## src/iplr_pkg.sv

```systemverilog
package iplr_pkg;

  // ********************************************************
  // Bus and register map
  // ********************************************************
  localparam int          IPLR_ADDR_W       = 32;
  localparam int          IPLR_DATA_W       = 32;
  localparam int          IPLR_REG_W        = 16;
  localparam int          IPLR_NUM_REG      = 4;
  localparam logic [2:0]  IPLR_IDX_DEBUG_A  = 3'h0;
  localparam logic [2:0]  IPLR_IDX_DEBUG_B  = 3'h1;
  localparam logic [2:0]  IPLR_IDX_SYSTEM   = 3'h2;
  localparam logic [2:0]  IPLR_IDX_PORT_CAN = 3'h3;
  localparam logic [2:0]  IPLR_IDX_FWD_STAT = 3'h4;
  localparam logic [15:0] IPLR_RESET_VALUE  = 16'h0000;
  localparam logic [15:0] IPLR_MASK_DEBUG_A  = 16'h3C00;
  localparam logic [15:0] IPLR_MASK_DEBUG_B  = 16'h003F;
  localparam logic [15:0] IPLR_MASK_SYSTEM   = 16'hFFCF;
  localparam logic [15:0] IPLR_MASK_PORT_CAN = 16'hFFFC;

  // ********************************************************
  // Priority field codes
  // ********************************************************
  localparam logic [1:0] IPLR_CODE_DISABLED = 2'h0;
  localparam logic [1:0] IPLR_DEBUG_OFFSET  = 2'h0;
  localparam logic [1:0] IPLR_OTHER_OFFSET  = 2'h1;

  // ********************************************************
  // Source table: register index, field low bit, debug class
  // ********************************************************
  localparam int IPLR_NUM_SRC = 19;
  localparam int IPLR_SRC_REG [IPLR_NUM_SRC] = '{
    0, 0,             // breakpoint0_prio, step_counter_prio
    1, 1, 1,          // debug_rx_full_prio, debug_tx_empty_prio, trace_buffer_prio
    2, 2, 2, 2, 2,    // flash_buffers_empty, flash_cmd_done, flash_fault, pll_lost, low_voltage
    2, 2,             // ext_pin_b_prio, ext_pin_a_prio
    3, 3, 3,          // port_d_prio, port_e_prio, port_f_prio
    3, 3, 3, 3        // can_mailbox_prio, can_wake_prio, can_fault_prio, can_busoff_prio
  };
  localparam int IPLR_SRC_LSB [IPLR_NUM_SRC] = '{
    12, 10,
    4, 2, 0,
    14, 12, 10, 8, 6,
    2, 0,
    14, 12, 10,
    8, 6, 4, 2
  };
  localparam bit IPLR_SRC_DEBUG [IPLR_NUM_SRC] = '{
    1'b1, 1'b1, 1'b1, 1'b1, 1'b1,
    1'b0, 1'b0, 1'b0, 1'b0, 1'b0, 1'b0, 1'b0,
    1'b0, 1'b0, 1'b0, 1'b0, 1'b0, 1'b0, 1'b0
  };

endpackage

```

## src/iplr_regs.sv

```systemverilog
// Register access over Wishbone was decided locally.
`timescale 1ns/1ps
`default_nettype none

module iplr_regs
  import iplr_pkg::*;
(
  input  wire logic                          mclk,
  input  wire logic                          rst,
  input  wire logic                          wb_cyc_i,
  input  wire logic                          wb_stb_i,
  input  wire logic                          wb_we_i,
  input  wire logic [IPLR_ADDR_W-1:0]        wb_adr_i,
  input  wire logic [3:0]                    wb_sel_i,
  input  wire logic [IPLR_DATA_W-1:0]        wb_dat_i,
  output logic      [IPLR_DATA_W-1:0]        wb_dat_o,
  output logic                               wb_ack_o,
  input  wire logic [IPLR_NUM_SRC-1:0]       srcRequest,
  output logic      [IPLR_NUM_SRC-1:0]       arbRequest,
  output logic      [2*IPLR_NUM_SRC-1:0]     arbLevel,
  output logic      [IPLR_NUM_SRC-1:0]       srcEnabled
);

  // ********************************************************
  // Functions
  // ********************************************************
  function automatic logic [1:0] decodeLevel(input logic [1:0] code, input bit isDebug);
    logic [1:0] offs;
    offs = isDebug ? IPLR_DEBUG_OFFSET : IPLR_OTHER_OFFSET;
    decodeLevel = code - offs;
  endfunction

  function automatic logic [15:0] regMask(input logic [2:0] idx);
    logic [15:0] m;
    m = 16'h0000;
    case (idx)
      IPLR_IDX_DEBUG_A:  m = IPLR_MASK_DEBUG_A;
      IPLR_IDX_DEBUG_B:  m = IPLR_MASK_DEBUG_B;
      IPLR_IDX_SYSTEM:   m = IPLR_MASK_SYSTEM;
      IPLR_IDX_PORT_CAN: m = IPLR_MASK_PORT_CAN;
      default:           m = 16'h0000;
    endcase
    regMask = m;
  endfunction

  // ********************************************************
  // Bus decode
  // ********************************************************
  logic                    ack_reg;
  logic [IPLR_DATA_W-1:0]  rdData_reg;
  logic [IPLR_REG_W-1:0]   regBank_reg [IPLR_NUM_REG];
  logic [IPLR_NUM_SRC-1:0] arbRequest_reg;
  logic [2*IPLR_NUM_SRC-1:0] arbLevel_reg;

  wire logic        busReq;
  wire logic        wordAligned;
  wire logic        highZero;
  wire logic [2:0]  regIdx;
  wire logic        hitPrio;
  wire logic        hitStat;
  wire logic        wrEn;
  wire logic [15:0] byteMask;
  wire logic [15:0] wrMask;
  wire logic [15:0] prioRead;
  wire logic [IPLR_DATA_W-1:0] rdNext;

  assign busReq      = wb_cyc_i & wb_stb_i;
  assign wordAligned = (wb_adr_i[1:0] == 2'h0);
  assign highZero    = (wb_adr_i[IPLR_ADDR_W-1:5] == 27'h0000000);
  assign regIdx      = wb_adr_i[4:2];
  assign hitPrio     = wordAligned & highZero & (regIdx < IPLR_IDX_FWD_STAT);
  assign hitStat     = wordAligned & highZero & (regIdx == IPLR_IDX_FWD_STAT);
  // Write lands on the edge where the master samples ack
  assign wrEn        = busReq & wb_we_i & ack_reg & hitPrio;
  assign byteMask    = {{8{wb_sel_i[1]}}, {8{wb_sel_i[0]}}};
  assign wrMask      = byteMask & regMask(regIdx);
  assign prioRead    = hitPrio ? (regBank_reg[regIdx[1:0]] & regMask(regIdx)) : 16'h0000;
  assign rdNext      = hitStat ? {13'h0000, arbRequest_reg}
                               : {16'h0000, prioRead};

  // ********************************************************
  // Wishbone handshake
  // ********************************************************
  always_ff @(posedge mclk or posedge rst) begin
    if (rst) begin
      ack_reg    <= 1'b0;
      rdData_reg <= 32'h00000000;
    end else begin
      ack_reg <= busReq & ~ack_reg;
      if (busReq & ~ack_reg) begin
        rdData_reg <= rdNext;
      end
    end
  end

  assign wb_ack_o = ack_reg;
  assign wb_dat_o = rdData_reg;

  // ********************************************************
  // Priority registers
  // ********************************************************
  always_ff @(posedge mclk or posedge rst) begin
    if (rst) begin
      for (int r = 0; r < IPLR_NUM_REG; r++) begin
        regBank_reg[r] <= IPLR_RESET_VALUE;
      end
    end else if (wrEn) begin
      regBank_reg[regIdx[1:0]] <= (regBank_reg[regIdx[1:0]] & ~wrMask)
                                | (wb_dat_i[15:0] & wrMask);
    end
  end

  // ********************************************************
  // Field decode toward arbitration
  // ********************************************************
  wire logic [IPLR_NUM_SRC-1:0]   enabledNext;
  wire logic [2*IPLR_NUM_SRC-1:0] levelNext;

  for (genvar i = 0; i < IPLR_NUM_SRC; i++) begin : gSrc
    wire logic [1:0] code;
    assign code = regBank_reg[IPLR_SRC_REG[i]][IPLR_SRC_LSB[i] +: 2];
    assign enabledNext[i] = (code != IPLR_CODE_DISABLED);
    assign levelNext[2*i +: 2] = enabledNext[i] ?
                                 decodeLevel(code, IPLR_SRC_DEBUG[i]) : 2'h0;
  end

  always_ff @(posedge mclk or posedge rst) begin
    if (rst) begin
      arbRequest_reg <= 19'h00000;
      arbLevel_reg   <= 38'h0000000000;
    end else begin
      arbRequest_reg <= srcRequest & enabledNext;
      arbLevel_reg   <= levelNext;
    end
  end

  assign arbRequest = arbRequest_reg;
  assign arbLevel   = arbLevel_reg;
  assign srcEnabled = enabledNext;

endmodule

`default_nettype wire

```

## config.mk

```make
export PLATFORM = sky130hd
export DESIGN_NAME = iplr_regs
export DESIGN_NICKNAME = d
export VERILOG_FILES = /design/src/iplr_pkg.sv /design/src/iplr_regs.sv
export SDC_FILE = /design/constraint.sdc
export NUM_CORES = 1
export LEC_CHECK = 0
export ABC_AREA = 1
export ABC_CLOCK_PERIOD_IN_PS = 7300
export CAP_MARGIN = 25
export CORE_MARGIN = 10
export CORE_UTILIZATION = 35
export DETAILED_ROUTE_END_ITERATION = 10
export DONT_BUFFER_PORTS = 1
export GPL_TIMING_DRIVEN = 0
export PLACE_DENSITY = 0.54
export SLEW_MARGIN = 20
export SYNTH_ARGS = -nofsm -noshare
export SYNTH_HDL_FRONTEND = slang
export SYNTH_SLANG_ARGS = --single-unit
```

## constraint.sdc

```tcl
create_clock -name mclk -period 7.3 [get_ports mclk]
set_input_delay 0.73 -clock mclk [delete_from_list [all_inputs] [get_ports mclk]]
set_output_delay 0.73 -clock mclk [all_outputs]
set_load 0.005 [all_outputs]
```

==> out/qor.log <==
INFO  sta            fin_skew=0.00799ns
INFO  clock_tree     insertion_delay=0.42ns
INFO  placement      dp_hpwl=15.7mm
INFO  detailed_routing avgRoutedWirePerCell=18.8um
INFO  clock_tree     cts_htree_levels=4
INFO  synthesis      synth.top_cells.by_area=sky130_fd_sc_hd__dfrtp_1 54%, sky130_fd_sc_hd__nand2_1 18%, sky130_fd_sc_hd__inv_1 4.4%
INFO  hold_path      hold_path_class=in -> async
INFO  grt            globalRouteOverflowTotal=0
INFO  sta            hold_viol_final=0
INFO  floorplan      die_width=157um
INFO  setup_path     worstSetupEndpointType=flop
INFO  detailed_routing wirelength=20.6mm
INFO  floorplan      initial_core_util=36.0%
INFO  placement      place.port_buffers=0
INFO  pwr            power.leakage=4.19nW
INFO  floorplan      io_pins=201
INFO  pwr            powerDensity=232nW/um^2
INFO  sta            relSlewSlack=54.3%
INFO  layout         num_antenna_cells=0
INFO  clock_tree     clk_pin_slew=0.06ns
INFO  detailed_routing route.detailed.vias_per_inst=4.80
INFO  clock_tree     hold_buffers=0
INFO  setup_path     timing.critical_path.fanout_max=10
INFO  layout         area_growth=14.5%
INFO  clock_tree     cts_setup_buffers=0
INFO  synthesis      synth-edff-count=0
INFO  sta            final_max_slew_viol_count=0
INFO  grt            wire_length_of_the_first_global_routing_pass=31.2mm
INFO  synthesis      syn_avg_cell_area=7.92squm
INFO  synthesis      post_syn_area=6530squm
INFO  sta            fmaxAchievable=504MHz
INFO  clock_tree     clk_root_buffer_cell=sky130_fd_sc_hd__clkbuf_16
INFO  pwr            power.total=1.74mW
INFO  clock_tree     cts_num_sinks=141
INFO  clock_tree     cts_tree=done
INFO  detailed_routing detailroute.via_count=5267
INFO  grt            grtUsageTotal=16.8%
INFO  layout         nFillCells=1889
INFO  detailed_routing drcViolationCount=0
INFO  floorplan      die_ar=24500squm
INFO  synthesis      synth.ff_latch_count=141
INFO  synthesis      yosysMostFrequentCell=sky130_fd_sc_hd__nand2_1
INFO  setup_path     timing.critical_path.required=7.66ns
INFO  clock_tree     cts-resized-gates=0
INFO  synthesis      synth.top_cell.area_share=54.0%
INFO  sta            rsz0062_at_grt=no
INFO  detailed_routing ant_nets=0
INFO  job            max_cap_violations=0
INFO  synthesis      synth.yosys.warnings=0
INFO  run_status     outcome=finished clean
INFO  floorplan      row_count=49
INFO  setup_path     critical_path_arrival=2.34ns
INFO  layout         final_nets=948
INFO  synthesis      synth_top_cells_by_count=315 x sky130_fd_sc_hd__nand2_1, 141 x sky130_fd_sc_hd__dfrtp_1, 76 x sky130_fd_sc_hd__inv_1
INFO  detailed_routing first_pass_iters=7
INFO  grt            grt_pass1_vias=5180
INFO  sta            worst_slew_pin_slew=0.686ns
INFO  grt            maximum_number_of_pins_on_one_net_before_global_route_repair=80
INFO  placement      final_weighted_congestion_in_routability_driven_placement=0.915
INFO  floorplan      core_region_area=18100squm
INFO  synthesis      synth_instances=824
INFO  synthesis      ys_dominant_reg_cell=sky130_fd_sc_hd__dfrtp_1
INFO  sta            setup-violations-final=0
INFO  detailed_routing drt_first_iter_violations=455
INFO  clock_tree     cts.path.max_buffers=2
INFO  setup_path     path_class=reg -> reg
INFO  grt            antenna_found_initial=0
INFO  synthesis      async_sr_flop_fraction=100%
INFO  pwr            vdd.ir_drop.worst=153uV
INFO  setup_path     critPathLaunchType=flop
INFO  synthesis      synth_area_leader_cell=sky130_fd_sc_hd__dfrtp_1
INFO  synthesis      yosysSeqAreaShare=54.0%
INFO  sta            crit_path_time_final=1.98ns
INFO  sta            finalCritPeriodShare=27.2%
INFO  floorplan      die_height=157um
INFO  clock_tree     cts_buffers=17
INFO  synthesis      synth.distinct_cells=26
INFO  sta            fin_setup_tns=0ns
INFO  layout         drive_above_1_share=9.32%
## cells by family after synthesis
group                  synth area share, %
AOI/OAI and AO/OA                     4.31
DFF                                   54.0
other                               0.0574
and+or+nand+nor                       30.9
buffers and inverters                 10.7
## routing by layer
metal	part of all wire, %	vias to the layer above	track usage, %
met5	0	-	0
met4	1.5	0	4.18
met3	10	19	7.15
met2	47	202	26.2
met1	42	2475	21.1
li1	-	2571	-
## metrics by stage
step           util, %  setup WS (ns)  instance area [sq um]  hold WS (ns)  std cells
2_1_floorplan        -           2.79                   6570         0.424        836
3_3_place_gp      37.8           1.15                   6860         0.434       1065
3_5_place_dp      38.0           4.99                   6900         0.443       1066
4_1_cts           41.2           5.33                   7470         0.196       1098
5_1_grt           41.2           5.20                   7470         0.211       1098
6_report          41.2           5.32                   7470         0.179       1098
## power by group
group	total [mW]	switching, mW	internal (mW)
Sequential	0.782	0.000325	0.782
Combinational	0.101	0.0735	0.0270
Clock	0.854	0.335	0.519
## worst max-delay path, cell delays in order, from the launching register on
cell                       delay, ns
sky130_fd_sc_hd__dfrtp_1        0.39
sky130_fd_sc_hd__nand2_1        0.08
sky130_fd_sc_hd__nor2_2         0.32
sky130_fd_sc_hd__clkbuf_1       0.48
sky130_fd_sc_hd__buf_2          0.37
sky130_fd_sc_hd__nand4_1        0.17
sky130_fd_sc_hd__nand2_1        0.10
## layout by cell type (no fill, tap or decap), types with 2 or more instances in the layout
cell type | Yosys | routed
sky130_fd_sc_hd__a21oi_1 | 6 | 6
sky130_fd_sc_hd__buf_1 | 4 | 4
sky130_fd_sc_hd__buf_2 | 11 | 11
sky130_fd_sc_hd__buf_4 | 17 | 17
sky130_fd_sc_hd__buf_6 | 3 | 3
sky130_fd_sc_hd__bufinv_16 | 0 | 2
sky130_fd_sc_hd__clkbuf_1 | 45 | 47
sky130_fd_sc_hd__clkbuf_16 | 0 | 17
sky130_fd_sc_hd__clkbuf_8 | 0 | 2
sky130_fd_sc_hd__clkinv_2 | 0 | 5
sky130_fd_sc_hd__clkinvlp_4 | 0 | 3
sky130_fd_sc_hd__conb_1 | 1 | 13
sky130_fd_sc_hd__dfrtp_1 | 141 | 141
sky130_fd_sc_hd__inv_1 | 76 | 75
sky130_fd_sc_hd__inv_2 | 4 | 4
sky130_fd_sc_hd__nand2_1 | 315 | 315
sky130_fd_sc_hd__nand3_1 | 40 | 40
sky130_fd_sc_hd__nand3b_1 | 3 | 3
sky130_fd_sc_hd__nand4_1 | 40 | 40
sky130_fd_sc_hd__nand4_2 | 2 | 2
sky130_fd_sc_hd__nor2_1 | 64 | 64
sky130_fd_sc_hd__nor2_2 | 3 | 3
sky130_fd_sc_hd__nor2_4 | 3 | 3
sky130_fd_sc_hd__o21a_1 | 19 | 19
sky130_fd_sc_hd__o21ai_0 | 6 | 6
sky130_fd_sc_hd__o21ai_1 | 14 | 14
sky130_fd_sc_hd__or2_2 | 3 | 3
## worst paths after layout
| check | start | end | slack, ns | cells past startpoint |
|---|---|---|---|---|
| max in group asynchronous | rst | regBank_reg[1] | 6.39 | 2 |
| min in group mclk | srcRequest[11] | arbRequest[11] | 0.42 | 1 |
| hold reg to reg | regBank_reg[62] | regBank_reg[62] | 0.45 | 1 |
| setup reg to reg | wb_ack_o | gSrc[11].code[0] | 5.32 | 6 |
| setup / recovery | wb_ack_o | gSrc[11].code[0] | 5.32 | 6 |
| hold / removal | rst | gSrc[9].code[0] | 0.18 | 1 |
## cell type report
class	instances	area [sq um]	area share [%]
plain buffers	80	400	5.36
inverters	80	308	4.12
clock inverters	11	116	1.56
well taps	229	287	3.83
flip-flops and latches	141	3530	47.2
clock buffers	21	460	6.16
repair buffers	1	27.5	0.368
multi-input cells	535	2340	31.4
(Power assumes the default switching activity.)
